[config.mk]
export PLATFORM = sky130hd
export DESIGN_NAME = pfj_generator
export DESIGN_NICKNAME = d
export VERILOG_FILES = /design/src/pfj_pkg.sv /design/src/pfj_dead_stage.sv /design/src/pfj_generator.sv
export VERILOG_INCLUDE_DIRS = /design/src
export SDC_FILE = /design/constraint.sdc
export NUM_CORES = 1
export LEC_CHECK = 0
export BUFFER_PORTS_ARGS = -buffer_cell sky130_fd_sc_hd__buf_4
export CAP_MARGIN = 20
export CORE_ASPECT_RATIO = 1.1
export CORE_MARGIN = 3
export CORE_UTILIZATION = 63
export DETAILED_ROUTE_END_ITERATION = 6
export PLACE_DENSITY_LB_ADDON = 0.05
export SLEW_MARGIN = 15
export SYNTH_ARGS = -nofsm -noshare
export SYNTH_HDL_FRONTEND = slang
export SYNTH_HIERARCHICAL = 1
export SYNTH_SLANG_ARGS = --single-unit
[constraint.sdc]
create_clock -name ref_clk -period 7.45 [get_ports ref_clk]
set_input_delay 0.3725 -clock ref_clk [delete_from_list [all_inputs] [get_ports ref_clk]]
set_output_delay 0.3725 -clock ref_clk [all_outputs]
set_load 0.05 [all_outputs]
[src/pfj_defs.svh]
// offsets, field positions and reset values of the pwm jitter block
// Operation
// - the 3-bit period/duty step code n moves the period by 2(n+1) counts and the duty by n+1.
// - the 3-bit repeat code n makes the count-mode jitter take n+1 steps in a row.
// - the direction bit steps period and duty up when 0 and down when 1.
// - the 2-bit trigger count of the first dead time waits n+1 triggers per change.
// - bits 6 and 2 of both dead-time jitter registers are absent and read as zero.
// - the 2-bit step of the second dead time changes it by n+1 counts per change.
// - all complementary waveforms come from one 12-bit counter.
// - each of the four outputs has a 12-bit dead-time stage and a polarity stage.
// - an error input either stops the generator at once or lengthens the period.
// - jitter varies frequency and duty periodically, by software or by hardware triggers.
`ifndef PFJ_DEFS_SVH
`define PFJ_DEFS_SVH

// ==========================================
// register offsets
`define PFJ_OFF_CTRL     12'h000
`define PFJ_OFF_PERIOD   12'h004
`define PFJ_OFF_DUTY     12'h008
`define PFJ_OFF_DT0      12'h00C
`define PFJ_OFF_DT1      12'h010
`define PFJ_OFF_PD_JIT   12'h014
`define PFJ_OFF_DT0_JIT  12'h018
`define PFJ_OFF_DT1_JIT  12'h01C
`define PFJ_OFF_STATUS   12'h020
`define PFJ_OFF_PROT_ADJ 12'h024
`define PFJ_OFF_TRIGGER  12'h028

// ==========================================
// control register fields
`define PFJ_CTRL_RUN      0
`define PFJ_CTRL_DT_EN    1
`define PFJ_CTRL_AUTO     2
`define PFJ_CTRL_PROT_ADJ 3
`define PFJ_CTRL_POL_LSB  4
`define PFJ_CTRL_PD_EN    8

// ==========================================
// jitter and status register fields
`define PFJ_PD_DIR        3
`define PFJ_PD_REP_LSB    4
`define PFJ_DTJ_EN        7
`define PFJ_DTJ_DIR       3
`define PFJ_DTJ_CNT_LSB   4
`define PFJ_DTJ_MASK      8'hBB
`define PFJ_STAT_STOP     16
`define PFJ_STAT_FAULT    17

// ==========================================
// reset and limit values
`define PFJ_RST_PERIOD    12'hFFF
`define PFJ_RST_ZERO12    12'h000
`define PFJ_MAX12         12'hFFF
`define PFJ_MIN_PERIOD    12'h001

`endif

[src/pfj_pkg.sv]
// types shared by the pwm jitter block
`default_nettype none
package pfj_pkg;

	// ==========================================
	// apb carriers
	typedef struct packed {
		logic        psel;
		logic        penable;
		logic        pwrite;
		logic [11:0] paddr;
		logic [31:0] pwdata;
	} pfj_apb_req_type;

	typedef struct packed {
		logic        pready;
		logic        pslverr;
		logic [31:0] prdata;
	} pfj_apb_rsp_type;

	// ==========================================
	// state of one dead-time and polarity stage
	typedef struct packed {
		logic        pin;
		logic        lvl;
		logic [11:0] cnt;
	} pfj_dead_state_type;

	// ==========================================
	// state of the generator
	typedef struct packed {
		logic [8:0]       ctrl;
		logic [11:0]      period;
		logic [11:0]      duty;
		logic [1:0][11:0] dt;
		logic [6:0]       pdJit;
		logic [1:0][7:0]  dtJit;
		logic [11:0]      protAdj;
		logic [11:0]      cnt;
		logic [11:0]      actPeriod;
		logic [11:0]      actDuty;
		logic [1:0][11:0] actDt;
		logic [2:0][3:0]  steps;
		logic [2:0]       back;
		logic [1:0][1:0]  trigDiv;
		logic             stopped;
		logic             faultS1;
		logic             faultS2;
		logic             raw;
		pfj_apb_rsp_type  rsp;
	} pfj_state_type;

endpackage : pfj_pkg
`default_nettype wire

[src/pfj_dead_stage.sv]
// one dead-time insertion and output polarity stage
`timescale 1ns/1ps
`default_nettype none
`include "pfj_defs.svh"

module pfj_dead_stage (
	// clock and reset
	input  wire logic        ref_clk,
	input  wire logic        rst,
	// settings
	input  wire logic        dtEnable,
	input  wire logic [11:0] deadTime,
	input  wire logic        polarity,
	// waveform
	input  wire logic        pwmIn,
	output logic             pwmOut
);
	import pfj_pkg::*;

	pfj_dead_state_type st;
	pfj_dead_state_type next_st;

	// rising edge waits deadTime+1 cycles, falling edge passes at once
	always_comb begin
		next_st = st;
		if (!dtEnable) begin
			next_st.lvl = pwmIn;
			next_st.cnt = `PFJ_RST_ZERO12;
		end else if (!pwmIn) begin
			next_st.lvl = 1'b0;
			next_st.cnt = `PFJ_RST_ZERO12;
		end else if (!st.lvl) begin
			if (st.cnt == deadTime) begin
				next_st.lvl = 1'b1;
			end else begin
				next_st.cnt = st.cnt + 12'h001;
			end
		end
		next_st.pin = next_st.lvl ^ polarity;
	end

	always_ff @(posedge ref_clk) begin
		if (rst) begin
			st <= '0;
		end else begin
			st <= next_st;
		end
	end

	assign pwmOut = st.pin;

endmodule : pfj_dead_stage
`default_nettype wire

[src/pfj_generator.sv]
// complementary pwm generator with count-mode frequency jitter and protection
//
// The register addresses and the APB interface to the registers are this design's own decisions.
`timescale 1ns/1ps
`default_nettype none
`include "pfj_defs.svh"

module pfj_generator (
	// clock and reset
	input  wire logic                     ref_clk,
	input  wire logic                     rst,
	// register bus
	input  wire pfj_pkg::pfj_apb_req_type apbReq,
	output var  pfj_pkg::pfj_apb_rsp_type apbRsp,
	// protection
	input  wire logic                     faultIn,
	// gate driver outputs
	output logic [3:0]                    pwmOut
);
	import pfj_pkg::*;

	pfj_state_type st;
	pfj_state_type next_st;

	// ==========================================
	// helpers
	function automatic logic [11:0] pfj_adjust(
		input logic [11:0] base,
		input logic [11:0] delta,
		input logic        dec,
		input logic [11:0] lo
	);
		logic [13:0] sum;
		sum = dec ? ({2'b00, base} - {2'b00, delta}) : ({2'b00, base} + {2'b00, delta});
		if (sum[13] || (sum < {2'b00, lo})) begin
			pfj_adjust = lo;
		end else if (sum[12]) begin
			pfj_adjust = `PFJ_MAX12;
		end else begin
			pfj_adjust = sum[11:0];
		end
	endfunction : pfj_adjust

	// ==========================================
	// combinational next state
	logic        run;
	logic        wrap;
	logic        trig;
	logic        fire;
	logic [3:0]  rep;
	logic [3:0]  amtPd;
	logic [3:0]  amtDt;
	logic [7:0]  dPer;
	logic [11:0] perBase;
	logic [11:0] dDt;
	logic        hit;
	logic [31:0] rd;
	logic        accept;
	logic        commit;

	always_comb begin
		next_st = st;
		run     = 1'b0;
		wrap    = 1'b0;
		trig    = 1'b0;
		fire    = 1'b0;
		rep     = 4'h0;
		amtPd   = 4'h0;
		amtDt   = 4'h0;
		dPer    = 8'h00;
		perBase = `PFJ_RST_ZERO12;
		dDt     = `PFJ_RST_ZERO12;
		hit     = 1'b1;
		rd      = 32'h0000_0000;
		accept  = apbReq.psel && apbReq.penable && !st.rsp.pready;
		commit  = apbReq.psel && apbReq.penable && st.rsp.pready;

		// ==========================================
		// error input, two-stage synchroniser
		next_st.faultS1 = faultIn;
		next_st.faultS2 = st.faultS1;
		if (st.faultS2 && st.ctrl[`PFJ_CTRL_RUN] && !st.ctrl[`PFJ_CTRL_PROT_ADJ]) begin
			next_st.stopped = 1'b1;
		end else if (commit && apbReq.pwrite && !st.rsp.pslverr
				&& apbReq.paddr == `PFJ_OFF_STATUS && apbReq.pwdata[`PFJ_STAT_STOP]) begin
			next_st.stopped = 1'b0;
		end

		// ==========================================
		// single counter, shadows reload at wrap
		run  = st.ctrl[`PFJ_CTRL_RUN] && !st.stopped;
		wrap = run && (st.cnt >= st.actPeriod);
		if (!run) begin
			next_st.cnt = `PFJ_RST_ZERO12;
		end else if (wrap) begin
			next_st.cnt = `PFJ_RST_ZERO12;
		end else begin
			next_st.cnt = st.cnt + 12'h001;
		end
		next_st.raw = run && (st.cnt <= st.actDuty);

		if (!run || wrap) begin
			amtPd = {1'b0, st.pdJit[2:0]} + 4'h1;
			dPer  = 8'(8'(st.steps[0]) * 8'(amtPd)) << 1;
			perBase = st.period;
			if (st.faultS2 && st.ctrl[`PFJ_CTRL_PROT_ADJ]) begin
				perBase = pfj_adjust(st.period, st.protAdj, 1'b0, `PFJ_MIN_PERIOD);
			end
			next_st.actPeriod = pfj_adjust(perBase, {4'h0, dPer},
				st.pdJit[`PFJ_PD_DIR], `PFJ_MIN_PERIOD);
			next_st.actDuty = pfj_adjust(st.duty, {5'h00, dPer[7:1]},
				st.pdJit[`PFJ_PD_DIR], `PFJ_RST_ZERO12);
			for (int i = 0; i < 2; i++) begin
				amtDt = {2'b00, st.dtJit[i][1:0]} + 4'h1;
				dDt   = 12'(8'(st.steps[i + 1]) * 8'(amtDt));
				next_st.actDt[i] = pfj_adjust(st.dt[i], dDt,
					st.dtJit[i][`PFJ_DTJ_DIR], `PFJ_RST_ZERO12);
			end
		end

		// ==========================================
		// jitter triggers: hardware at wrap or software write
		trig = (wrap && st.ctrl[`PFJ_CTRL_AUTO])
			|| (commit && apbReq.pwrite && !st.rsp.pslverr
			&& apbReq.paddr == `PFJ_OFF_TRIGGER && apbReq.pwdata[0]);
		rep = {1'b0, st.pdJit[6:4]} + 4'h1;
		for (int c = 0; c < 3; c++) begin
			if (c == 0) begin
				fire = trig && st.ctrl[`PFJ_CTRL_PD_EN];
				if (!st.ctrl[`PFJ_CTRL_PD_EN]) begin
					next_st.steps[c] = 4'h0;
					next_st.back[c]  = 1'b0;
				end
			end else begin
				fire = 1'b0;
				if (!st.dtJit[c - 1][`PFJ_DTJ_EN]) begin
					next_st.steps[c]       = 4'h0;
					next_st.back[c]        = 1'b0;
					next_st.trigDiv[c - 1] = 2'b00;
				end else if (trig) begin
					if (st.trigDiv[c - 1] == st.dtJit[c - 1][5:4]) begin
						fire = 1'b1;
						next_st.trigDiv[c - 1] = 2'b00;
					end else begin
						next_st.trigDiv[c - 1] = st.trigDiv[c - 1] + 2'b01;
					end
				end
			end
			// walk out rep steps, then back to the base value, then repeat
			if (fire) begin
				if (!st.back[c]) begin
					next_st.steps[c] = st.steps[c] + 4'h1;
					next_st.back[c]  = (st.steps[c] + 4'h1) >= rep;
				end else begin
					next_st.steps[c] = st.steps[c] - 4'h1;
					next_st.back[c]  = (st.steps[c] > 4'h1);
				end
			end
		end

		// ==========================================
		// apb slave: one wait state, then pready
		case (apbReq.paddr)
			`PFJ_OFF_CTRL:     rd = {23'h0, st.ctrl};
			`PFJ_OFF_PERIOD:   rd = {20'h0, st.period};
			`PFJ_OFF_DUTY:     rd = {20'h0, st.duty};
			`PFJ_OFF_DT0:      rd = {20'h0, st.dt[0]};
			`PFJ_OFF_DT1:      rd = {20'h0, st.dt[1]};
			`PFJ_OFF_PD_JIT:   rd = {25'h0, st.pdJit};
			`PFJ_OFF_DT0_JIT:  rd = {24'h0, st.dtJit[0] & `PFJ_DTJ_MASK};
			`PFJ_OFF_DT1_JIT:  rd = {24'h0, st.dtJit[1] & `PFJ_DTJ_MASK};
			`PFJ_OFF_STATUS:   rd = {14'h0, st.faultS2, st.stopped, 4'h0, st.actPeriod};
			`PFJ_OFF_PROT_ADJ: rd = {20'h0, st.protAdj};
			`PFJ_OFF_TRIGGER:  rd = 32'h0000_0000;
			default:           hit = 1'b0;
		endcase

		if (accept) begin
			next_st.rsp.pready  = 1'b1;
			next_st.rsp.pslverr = !hit;
			next_st.rsp.prdata  = (hit && !apbReq.pwrite) ? rd : 32'h0000_0000;
		end else begin
			next_st.rsp.pready  = 1'b0;
			next_st.rsp.pslverr = 1'b0;
		end

		if (commit && apbReq.pwrite && !st.rsp.pslverr) begin
			case (apbReq.paddr)
				`PFJ_OFF_CTRL:     next_st.ctrl    = apbReq.pwdata[8:0];
				`PFJ_OFF_PERIOD:   next_st.period  = apbReq.pwdata[11:0];
				`PFJ_OFF_DUTY:     next_st.duty    = apbReq.pwdata[11:0];
				`PFJ_OFF_DT0:      next_st.dt[0]   = apbReq.pwdata[11:0];
				`PFJ_OFF_DT1:      next_st.dt[1]   = apbReq.pwdata[11:0];
				`PFJ_OFF_PD_JIT:   next_st.pdJit   = apbReq.pwdata[6:0];
				`PFJ_OFF_DT0_JIT:  next_st.dtJit[0] = apbReq.pwdata[7:0] & `PFJ_DTJ_MASK;
				`PFJ_OFF_DT1_JIT:  next_st.dtJit[1] = apbReq.pwdata[7:0] & `PFJ_DTJ_MASK;
				`PFJ_OFF_PROT_ADJ: next_st.protAdj = apbReq.pwdata[11:0];
				default: begin
				end
			endcase
		end
	end

	// ==========================================
	// state register
	always_ff @(posedge ref_clk) begin
		if (rst) begin
			st           <= '0;
			st.period    <= `PFJ_RST_PERIOD;
			st.actPeriod <= `PFJ_RST_PERIOD;
		end else begin
			st <= next_st;
		end
	end

	assign apbRsp = st.rsp;

	// ==========================================
	// four output stages: 0 and 2 in phase, 1 and 3 complementary
	for (genvar g = 0; g < 4; g++) begin : gStage
		pfj_dead_stage uStage (
			.ref_clk  (ref_clk),
			.rst      (rst),
			.dtEnable (st.ctrl[`PFJ_CTRL_DT_EN]),
			.deadTime (st.actDt[g % 2]),
			.polarity (st.ctrl[`PFJ_CTRL_POL_LSB + g]),
			.pwmIn    ((g % 2 == 0) ? st.raw : (run && !st.raw)),
			.pwmOut   (pwmOut[g])
		);
	end

endmodule : pfj_generator
`default_nettype wire

==> summary.md, run 1 <==
| Metric | Value |
|---|---|
| Slew Viols, Final | `0` |
| TritonRoute pass-1 iters | `5` |
| Worst hold path type | `input port to register` |
| Hpwl dp | `34.7 mm` |
| Layout cell share with drive strength beyond 1 | `9.82%` |
| Skew final | `0.0153 ns` |
| Crit Reg-Reg Startpoint | `st[145]` |
| Initial core utilization | `64.8%` |
| Worst setup margin | `1.59 ns` |
| Final hold vios | `0` |
| Sequential area share after synthesis | `28.5%` |
| Fin crit period | `5.86 ns` |
| Htree depth | `1` |
| Leakage | `8.17 nW` |
| Overall routing resource usage | `31.4%` |
| Yosys top cell area share | `28.5%` |
| Netlist cell types | `95` |
| # IOs | `88` |
| Max Cap Viol | `0` |
| Setup slack, reg-to-reg | `1.59 ns` |
| RSZ-0062 raised after global routing | `false` |
| Worst Max-Slew Pin Slew | `1.05 ns` |
| DR vias/cell | `6.19` |
| Count leader, synth | `nand2_1` |
| WP data arrival | `6.29 ns` |
| Hold_buf cts | `0` |
| Fill count | `2,191` |
| Vias in the first global route | `14,200` |
| DIE HEIGHT | `179 um` |
| Status | `complete, no violations` |
| Dpl ws | `1.64 ns` |
| Non-Filler Instances | `2,419` |
| Via Count | `15,000` |
| Final Net Count | `2,266` |
| Core area | `26,400 sq um` |
| Crit path from | `st[145]` |
| Antenna-violating nets left | `0` |
| Placed insts | `2,368` |
| Seq cells post-synth | `243` |
| Final setup violating endpoints | `0` |
| Critical setup path kind | `register to register` |
| # DRC | `0` |
| Syn Area/Cell | `8.25 sq um` |
| Top_reg_cell synth | `dfxtp_1` |
| Antenna cells | `0` |
| Worst-path clk slew | `0.06 ns` |
| Power per Cell Area | `151 nW/um^2` |
| # rows | `62` |
| Crit path capture type | `register` |
| Largest net degree at the start of global routing | `78` |
| First-pass GRT wire length | `73.9 mm` |
| WP data required | `7.88 ns` |
| Setup crit end | `st[99]` |
| Reg-to-reg critical path endpoint | `st[99]` |
| TritonCTS clock tree | `yes` |
| Mapped cell area | `17,100 sq um` |
| Startpoint Class | `register` |
| Post-route clock period utilization | `78.6%` |
| Area delta synth->final | `7.35%` |
| Final wirelength | `46.8 mm` |
| Initial DRC count | `1,380` |
| Area contributors post-synth | `dfxtp_1 28%, ha_1 11%, nand2_1 6.4%` |
| Longest Clk Path Bufs | `3` |
| Num CTS Buffers | `28` |
| Number of clock sinks | `243` |
| Synth warnings | `6` |
| Post-CTS Resized | `0` |
| Top cell type by total area after synthesis | `dfxtp_1` |
| WL per Instance | `19.3 um` |
| Number of port buffers | `50` |
| R2R cell count | `19` |
| Die Wd | `163 um` |
| Gr ovfl total | `0` |
| Clock Tree Root | `clkbuf_16` |
| Slew headroom | `29.1%` |
| Die area | `29,200 sq um` |
| Initial antenna violation count | `1` |
| Most frequent cells after synthesis | `293 x nand2_1, 243 x dfxtp_1, 170 x a21oi_1, 147 x ha_1, 137 x nor2_1` |
| Setup Buffers After CTS | `0` |
| Syn Inst Count | `2,073` |
| GP Congestion | `0.951` |
| Post-synthesis async set-or-reset flop share | `0%` |
| Worst-Skew Late Latency | `0.55 ns` |
| Highest clock rate | `171 MHz` |
| Critical Path Fanout Max | `10` |
| Peak VDD IR | `176 uV` |
| Setup TNS Final | `0 ns` |
| Number of synthesized flops with an enable pin | `0` |
## per-layer routing
layer  vias up  routed length [um]  track usage (%)
li1       7243                   -                -
met3       126                3300             5.29
met4         2                2040             13.1
met5         -                  12                0
met2       550               21600             52.4
met1      7056               19900             40.3
## worst min-delay path by stage
stage / endpoint / depth (start not counted) / start
global placement: st[35] / 1 / next_st[35]
CTS: next_st[35] / 2 / faultIn
finish: next_st[35] / 2 / faultIn
floorplan: st[35] / 1 / next_st[35]
global route: next_st[35] / 2 / faultIn
detailed placement: st[35] / 1 / next_st[35]
## through the flow
stage	area [sq um]	utilization (%)	power (mW)	hold WS (ns)
floorplan	17200	-	1.39	0.414
global placement	17400	65.9	1.41	0.418
detailed placement	17400	65.9	1.41	0.424
CTS	18300	69.4	2.77	0.0352
global route	18400	69.6	2.83	0.0351
finish	18400	69.6	2.77	0.0424
## report_power, final
group	switching (mW)	internal, mW	leakage (nW)
clock network	0.548	0.832	0.451
logic	0.0664	0.0207	5.76
registers	0.000965	1.30	1.96
total	0.615	2.15	8.17
## cells by family (layout without fill, tap and decap cells)
group	Yosys count	after routing	synth area share [%]
AOI/OAI and AO/OA	520	520	21.3
xor gates and xnor gates	134	134	6.86
muxes	61	61	3.68
buffers and inverters	233	210	6.25
other	1	18	0.0219
DFF	243	243	28.5
and+or+nand+nor	715	715	20.5
adders and majority gates	166	166	13.0
## flip-flops by register name (all words and copies together) (netlist names)
register              count
gStage.uStage/st         52
next_st                   1
st                      170
apbRsp                   16
gStage.uStage/pwmOut      4
## cell usage in the layout, fill, tap and decap left out, types with 26 or more instances in the layout
cell,n
ha_1,147
nand2b_1,28
xnor2_1,43
inv_1,97
clkbuf_16,29
dfxtp_1,243
a21oi_1,169
xor2_1,91
nor2_1,137
nand3_1,46
buf_4,62
mux2i_1,46
a21o_1,33
nand2_1,293
o21ai_0,44
and3_1,30
o21bai_1,26
## critical path, cell delays in order (launching register included)
cell      delay, ns
dfxtp_1        0.46
ha_1           0.20
xor2_1         0.28
nand2_1        0.12
fa_1           0.52
inv_1          0.05
fa_1           0.52
fa_1           0.48
a21o_1         0.17
a21oi_1        0.16
xor2_1         0.51
ha_1           0.39
nor2b_1        0.19
a22o_1         0.24
a31o_2         0.22
o211ai_1       0.11
or3_1          0.17
o21a_2         0.26
or3b_1         0.37
a221o_1        0.31
## cell type report
class / instances / area, sq um / area share (%)
clock inverter: 7 / 91.3 / 0.498
clock buffer: 40 / 827 / 4.51
timing repair buffer: 65 / 499 / 2.72
sequential: 243 / 4860 / 26.5
tap: 352 / 440 / 2.40
multi-input combinational: 1614 / 11300 / 61.4
inverter: 98 / 368 / 2.00
No activity file was read; power rests on OpenSTA's default activity.
==> run 2, diff against run 1 <==
--- a/config.mk
+++ b/config.mk
@@ -10,7 +10,7 @@
 export CAP_MARGIN = 20
 export CORE_ASPECT_RATIO = 1.1
 export CORE_MARGIN = 3
-export CORE_UTILIZATION = 63
+export CORE_UTILIZATION = 57
 export DETAILED_ROUTE_END_ITERATION = 6
 export PLACE_DENSITY_LB_ADDON = 0.05
 export SLEW_MARGIN = 15
==> constraint.sdc (replaced) <==
create_clock -name ref_clk -period 5.2 [get_ports ref_clk]
set_input_delay 0.26 -clock ref_clk [delete_from_list [all_inputs] [get_ports ref_clk]]
set_output_delay 0.26 -clock ref_clk [all_outputs]
set_load 0.05 [all_outputs]
==> run 2 against run 1 <==
Clock-buffer cell count grew 6. Largest cell class unchanged. Clock skew grew 0.0060 ns. Global-route usage shrank 2.7 points. Critical endpoint unchanged. Critical path depth is the same. Sequential cell count is the same. Largest power group unchanged.
==> summary.md, run 2 (synthesis results as in run 1) <==
| Metric | Value |
|---|---|
| Gr ovfl total | `0 (unchanged)` |
| Number of cells on the critical path | `19 (unchanged)` |
| Min Hold Slack | `0.0214 ns (-0.0210 ns)` |
| Psw | `898 uW (+46%)` |
| Worst-path clk slew | `0.06 ns (about the same)` |
| Largest stage delay, worst path | `0.51 ns (about the same)` |
| Cell internal pwr | `3.15 mW (+46%)` |
| Non-Filler Instances | `2,454 (+1.4%)` |
| Overall routing resource usage | `28.7% (-2.7 points)` |
| Setup crit end | `st[99]` |
| TritonRoute pass-1 iters | `7 (+2)` |
| Die area | `32,100 sq um (+10%)` |
| CP top delay family | `adder cells` |
| Startpoint Class | `register` |
| Crit path capture type | `register` |
| Layout cell share with drive strength beyond 1 | `10.5% (+0.68 points)` |
| Max stage delay cell, worst path | `fa_1` |
| Most flop-heavy register | `st` |
| RSZ-0062 raised after global routing | `false` |
| Highest clock rate | `202 MHz (+18%)` |
| Clock Tree Root | `clkbuf_16` |
| Skew final | `0.0212 ns (+0.00596 ns)` |
| Worst Max-Slew Pin Slew | `1.10 ns (+0.0406 ns)` |
| Core area | `29,100 sq um (+10%)` |
| DIE HEIGHT | `188 um (+5.0%)` |
| Initial core utilization | `58.7% (-6.1 points)` |
| Initial DRC count | `1,203 (-13%)` |
| Bufs and invs on worst path | `1 (unchanged)` |
| Peak VDD IR | `266 uV (+52%)` |
| Slew headroom | `26.7% (-2.4 points)` |
| DR vias/cell | `6.09 (-1.7%)` |
| Critical setup path kind | `register to register` |
| Cells along the critical path | `ha_1 > xor2_1 > nand2_1 > fa_1 > inv_1 > fa_2 > fa_2 > a21o_1 > a21oi_1 > xor2_1 > ha_1 > nor2b_1 > a22o_1 > a31o_2 > o211ai_1 > or3_1 > o21a_2 > or3b_1 > a221o_1` |
| Setup slack, reg-to-reg | `0.24 ns (-1.35 ns)` |
| Power per Cell Area | `219 nW/um^2 (+45%)` |
| Max FFs per register | `170 (unchanged)` |
| # IOs | `88 (unchanged)` |
| Crit Reg-Reg Startpoint | `st[145]` |
| Final hold vios | `0 (unchanged)` |
| Fill count | `2,576 (+18%)` |
| Final wirelength | `46.9 mm (+0.19%)` |
| Fin crit period | `4.96 ns (-0.898 ns)` |
| Htree depth | `1 (unchanged)` |
| Post-route clock period utilization | `95.3% (+17 points)` |
| Vias in the first global route | `14,500 (+2.1%)` |
| Max Cap Viol | `0 (unchanged)` |
| Slew Viols, Final | `0 (unchanged)` |
| Final Net Count | `2,281 (+0.66%)` |
| # DRC | `0 (unchanged)` |
| Longest Clk Path Bufs | `3 (unchanged)` |
| WP data arrival | `5.39 ns (-0.90 ns)` |
| Num CTS Buffers | `29 (+3.6%)` |
| Combinational share of power | `3.1% (about the same)` |
| Antenna-violating nets left | `0 (unchanged)` |
| Antenna cells | `0 (unchanged)` |
| Setup TNS Final | `0 ns (unchanged)` |
| Sw Ratio | `22.2% (-0.055 points)` |
| Hpwl dp | `35.3 mm (+1.7%)` |
| Area delta synth->final | `8.34%` |
| Worst hold path type | `input port to register` |
| Leakage | `8.24 nW (+0.94%)` |
| Initial antenna violation count | `0 (-1)` |
| WP data required | `5.63 ns (-2.25 ns)` |
| WL per Instance | `19.1 um (-1.2%)` |
| R2R cell count | `19 (unchanged)` |
| Commonest non-fill, non-tap cell in the layout | `nand2_1` |
| Critical Path Fanout Max | `4 (-6)` |
| Number of clock sinks | `243 (unchanged)` |
| Die Wd | `171 um (+4.9%)` |
| Status | `complete, no violations` |
| Worst-Skew Late Latency | `0.56 ns (about the same)` |
| First-pass GRT wire length | `75.5 mm (+2.0%)` |
| Crit path from | `st[145]` |
| Largest net degree at the start of global routing | `74 (-5.1%)` |
| Via Count | `14,900 (-0.27%)` |
| TritonCTS clock tree | `yes` |
| # rows | `65 (+4.8%)` |
| Most frequent cells in the layout | `293 x nand2_1, 241 x dfxtp_1, 169 x a21oi_1, 147 x ha_1, 137 x nor2_1` |
| Reg-to-reg critical path endpoint | `st[99]` |
| Placed insts | `2,397 (+1.2%)` |
| Clock Power Share | `50.9% (+1.1 points)` |
| Sequential share of power | `46.0% (-1.0 points)` |
| GP Congestion | `0.919 (-3.4%)` |
| Final setup violating endpoints | `0 (unchanged)` |
| Number of port buffers | `50 (unchanged)` |
run 2: cell types whose count changed in the layout (fill, tap and decap cells not counted), sizes merged:
cell	previous run	this run
buf	65	78
dlygate4sd3	0	1
clkinv	4	1
clkbuf	40	46
inv	98	99
bufinv	2	3
run 2: metal layers:
metal / vias to the layer above / track usage (%) / routed length [um]
li1: 7280 / - / -
met4: 0 / 10.0 / 1870
met1: 7084 / 38.0 / 20300
met2: 459 / 47.4 / 21600
met3: 113 / 4.76 / 3110
met5: - / 0 / 0
run 2: power by group through the flow:
stage | Sequential (mW) | Combinational (mW) | Clock, mW
final | 1.86 | 0.125 | 2.06
after global routing | 1.86 | 0.132 | 2.16
after CTS | 1.86 | 0.123 | 2.09
after detailed placement | 1.91 | 0.122 | 0
after global placement | 1.91 | 0.122 | 0
after floorplan | 1.90 | 0.0890 | 0
run 2: timing repair:
action,4_1_cts,5_1_grt
setup endpoints to repair,0,22
hold endpoints to repair,1,0
hold buffers,1,0
setup buffers,0,3
gates resized for setup,0,4
run 2: final cells by class:
cell class	instances	area, sq um	share of cell area (%)
multi-input cells	1614	11300	60.8
flip-flops and latches	243	4870	26.3
clock buffers	46	850	4.59
repair buffers	79	599	3.24
well taps	368	460	2.49
inverters	98	368	1.99
clock inverters	6	111	0.601
run 2: how the worst min path moves through the flow:
stage / start / to / slack [ns] / depth (start not counted)
3_3_place_gp: next_st[35] / st[35] / 0.43 / 1
3_5_place_dp: next_st[35] / st[35] / 0.44 / 1
4_1_cts: apbReq[10] / st[186] / 0.005 / 3
6_report: apbReq[10] / st[186] / 0.02 / 3
2_1_floorplan: apbReq[6] / st[194] / 0.38 / 2
5_1_grt: apbReq[11] / st[187] / 0.02 / 3
run 2: stage by stage:
step	power (mW)	utilization (%)	cell area [sq um]	setup WS (ns)
global placement	2.03	60.1	17500	0.169
global route	4.16	63.6	18500	0.0285
floorplan	1.99	-	17200	0.0636
finish	4.05	63.6	18500	0.242
CTS	4.08	63.5	18500	0.0697
detailed placement	2.03	60.1	17500	0.0876
run 2: worst reg2reg max path: stages (launching register included):
cell and delay (ns):
dfxtp_2 0.33, ha_1 0.20, xor2_1 0.18, nand2_1 0.10, fa_1 0.51, inv_1 0.05
fa_2 0.48, fa_2 0.37, a21o_1 0.16, a21oi_1 0.17, xor2_1 0.29, ha_1 0.30
nor2b_1 0.16, a22o_1 0.23, a31o_2 0.22, o211ai_1 0.12, or3_1 0.18, o21a_2 0.15
or3b_1 0.34, a221o_1 0.31
==> run 3, diff against run 2 <==
--- a/config.mk
+++ b/config.mk
@@ -12,6 +12,7 @@
 export CORE_MARGIN = 3
 export CORE_UTILIZATION = 57
 export DETAILED_ROUTE_END_ITERATION = 6
+export GPL_TIMING_DRIVEN = 0
 export PLACE_DENSITY_LB_ADDON = 0.05
 export SLEW_MARGIN = 15
 export SYNTH_ARGS = -nofsm -noshare
==> run 3 against run 2 <==
Clock skew is 0.00077 ns higher. Total power hardly changed. Critical path type unchanged. Sequential share of layout area is 0.76 points lower. Utilization is 2.0 points higher. Largest cell class unchanged. Setup slack worse by 0.092 ns.
==> summary.md, run 3 (synthesis results as in run 1) <==
| Metric | Value |
|---|---|
| First-pass GRT wire length | `78.7 mm (+4.3%)` |
| WP data arrival | `5.49 ns (+0.10 ns)` |
| Hold Crit Start | `apbReq[8]` |
| Highest clock rate | `198 MHz (-1.8%)` |
| Most flop-heavy register | `st` |
| Final wirelength | `49.4 mm (+5.5%)` |
| Skew final | `0.0220 ns (+0.000771 ns)` |
| Psw | `952 uW (+6.0%)` |
| Layout cell share with drive strength beyond 1 | `11.7% (+1.2 points)` |
| Area delta synth->final | `11.7%` |
| Overall routing resource usage | `30.2% (+1.5 points)` |
| Number of clock sinks | `243 (unchanged)` |
| Worst Max-Slew Pin Slew | `1.11 ns (+0.0180 ns)` |
| TritonRoute pass-1 iters | `6 (-1)` |
| R2R cell count | `21 (+2)` |
| Sw Ratio | `23.5% (+1.3 points)` |
| Num CTS Buffers | `28 (-3.4%)` |
| WL per Instance | `19.3 um (+1.0%)` |
| Dpl ws | `-0.812 ns (-0.900 ns)` |
| Setup slack, reg-to-reg | `0.15 ns (-0.09 ns)` |
| Crit path from | `st[145]` |
| Startpoint Class | `register` |
| Combinational share of power | `3.6% (+0.5 points)` |
| Crit Reg-Reg Startpoint | `st[145]` |
| Cell internal pwr | `3.10 mW (-1.7%)` |
| Final setup violating endpoints | `0 (unchanged)` |
| WP data required | `5.64 ns (about the same)` |
| Initial DRC count | `1,475 (+23%)` |
| Worst hold path type | `input port to register` |
| Antenna-violating nets left | `0 (unchanged)` |
| Fill count | `2,536 (-1.6%)` |
| Commonest non-fill, non-tap cell in the layout | `nand2_1` |
| Final Net Count | `2,390 (+4.8%)` |
| Critical Path Fanout Max | `8 (+4)` |
| Core area | `29,100 sq um (unchanged)` |
| Via Count | `15,500 (+3.9%)` |
| TritonCTS clock tree | `yes` |
| Min Hold Slack | `0.0390 ns (+0.0176 ns)` |
| Longest Clk Path Bufs | `3 (unchanged)` |
| Max Cap Viol | `0 (unchanged)` |
| Htree depth | `1 (unchanged)` |
| Reg-to-reg critical path endpoint | `st[99]` |
| Fin crit period | `5.05 ns (+0.0918 ns)` |
| Number of port buffers | `43 (-14%)` |
| Initial core utilization | `58.7% (unchanged)` |
| RSZ-0062 raised after global routing | `true` |
| Max FFs per register | `170 (unchanged)` |
| Leakage | `8.51 nW (+3.3%)` |
| Most frequent cells in the layout | `293 x nand2_1, 240 x dfxtp_1, 169 x a21oi_1, 145 x ha_1, 137 x nor2_1` |
| Power per Cell Area | `212 nW/um^2 (-3.0%)` |
| Worst-path clk slew | `0.07 ns (about the same)` |
| Die area | `32,100 sq um (unchanged)` |
| Die Wd | `171 um (unchanged)` |
| DR vias/cell | `6.06 (-0.46%)` |
| Placed insts | `2,501 (+4.3%)` |
| Hpwl dp | `37.8 mm (+7.3%)` |
| Worst-Skew Late Latency | `0.56 ns (about the same)` |
| Design Power | `4.05 mW (about the same)` |
| DIE HEIGHT | `188 um (unchanged)` |
| GP Congestion | `0.980 (+6.6%)` |
| Sequential share of power | `46.0% (about the same)` |
| Peak VDD IR | `283 uV (+6.4%)` |
| Antenna cells | `0 (unchanged)` |
| Slew Viols, Final | `0 (unchanged)` |
| Post-route clock period utilization | `97.1% (+1.8 points)` |
| Critical setup path kind | `register to register` |
| Worst setup margin | `0.151 ns (-0.0918 ns)` |
| # DRC | `0 (unchanged)` |
| Setup crit end | `st[99]` |
| Vias in the first global route | `14,600 (+0.99%)` |
| Non-Filler Instances | `2,562 (+4.4%)` |
| Clock Tree Root | `clkbuf_16` |
| Status | `complete, no violations` |
| # IOs | `88 (unchanged)` |
| Clock Power Share | `50.4% (-0.5 points)` |
| # rows | `65 (unchanged)` |
| Initial antenna violation count | `0 (unchanged)` |
| Crit path capture type | `register` |
| Largest net degree at the start of global routing | `17 (-77%)` |
| Gr ovfl total | `0 (unchanged)` |
| Final hold vios | `0 (unchanged)` |
| Slew headroom | `25.8% (-0.97 points)` |
## run 3: cell count changes in the layout (fill, tap and decap cells not counted), moves of 3 or more
cell and delta:
xor2_1 -3, buf_2 +5, buf_6 +5, clkbuf_1 +63, clkinv_2 +4, clkinvlp_4 +3, dlygate4sd3_1 +3, buf_1 +11
buf_4 +13, a2111oi_0 -3
## run 3: power groups by stage
stage                     Combinational (mW)  Clock (mW)  Sequential, mW
final                                  0.146        2.04            1.86
after global routing                   0.151        2.14            1.86
after CTS                              0.141        2.06            1.86
after detailed placement               0.139           0            1.91
after global placement                 0.138           0            1.91
after floorplan                       0.0890           0            1.90
## run 3: metal layers
metal / wire length, um / vias up / GRT usage [%]
li1: - / 7513 / -
met1: 20800 / 7223 / 40.7
met2: 22000 / 638 / 49.0
met3: 3830 / 148 / 3.25
met4: 2780 / 0 / 12.9
met5: 0 / - / 0
## run 3: cell type report
cell class	count	area (sq um)	area share, %
Multi-Input combinational cell	1614	11300	59.3
Sequential cell	243	4870	25.5
Clock buffer	35	767	4.02
Buffer	133	694	3.64
Tap cell	368	460	2.41
Timing Repair Buffer	56	432	2.26
Inverter	98	368	1.93
Clock inverter	15	179	0.937
## run 3: how the worst min path moves through the flow
stage          endpoint  cells past startpoint
3_5_place_dp     st[35]                      1
5_1_grt         st[125]                      3
6_report        st[208]                      3
3_3_place_gp     st[35]                      1
4_1_cts         st[172]                      3
2_1_floorplan   st[194]                      2
## run 3: per-stage QoR
stage / setup TNS (ns) / util, % / area [sq um]
5_1_grt: -0.0370 / 65.6 / 19100
2_1_floorplan: 0 / - / 17200
4_1_cts: 0 / 65.4 / 19000
6_report: 0 / 65.6 / 19100
3_5_place_dp: -12.68 / 61.7 / 18000
3_3_place_gp: -10.85 / 61.6 / 17900
## run 3: critical path, stage by stage (launching register included)
cell	delay, ns
dfxtp_4	0.40
ha_4	0.14
xor2_2	0.16
nand2_1	0.09
fa_1	0.51
inv_2	0.05
fa_1	0.50
fa_2	0.44
a21o_1	0.21
a21oi_2	0.15
xor2_2	0.17
buf_6	0.15
ha_4	0.22
nor2b_4	0.13
a22o_1	0.21
a31o_2	0.22
o211ai_1	0.13
or3_1	0.18
o21a_2	0.13
buf_6	0.10
or3b_1	0.34
a221o_1	0.29
## run 3: repair_timing
action / 4_1_cts / 5_1_grt
resized for setup: 12 / 14
setup endpoints to repair: 24 / 27
endpoints found under the hold margin: 6 / 0
hold buffers: 4 / 0
setup buffers: 4 / 4
pin swaps: 3 / 10
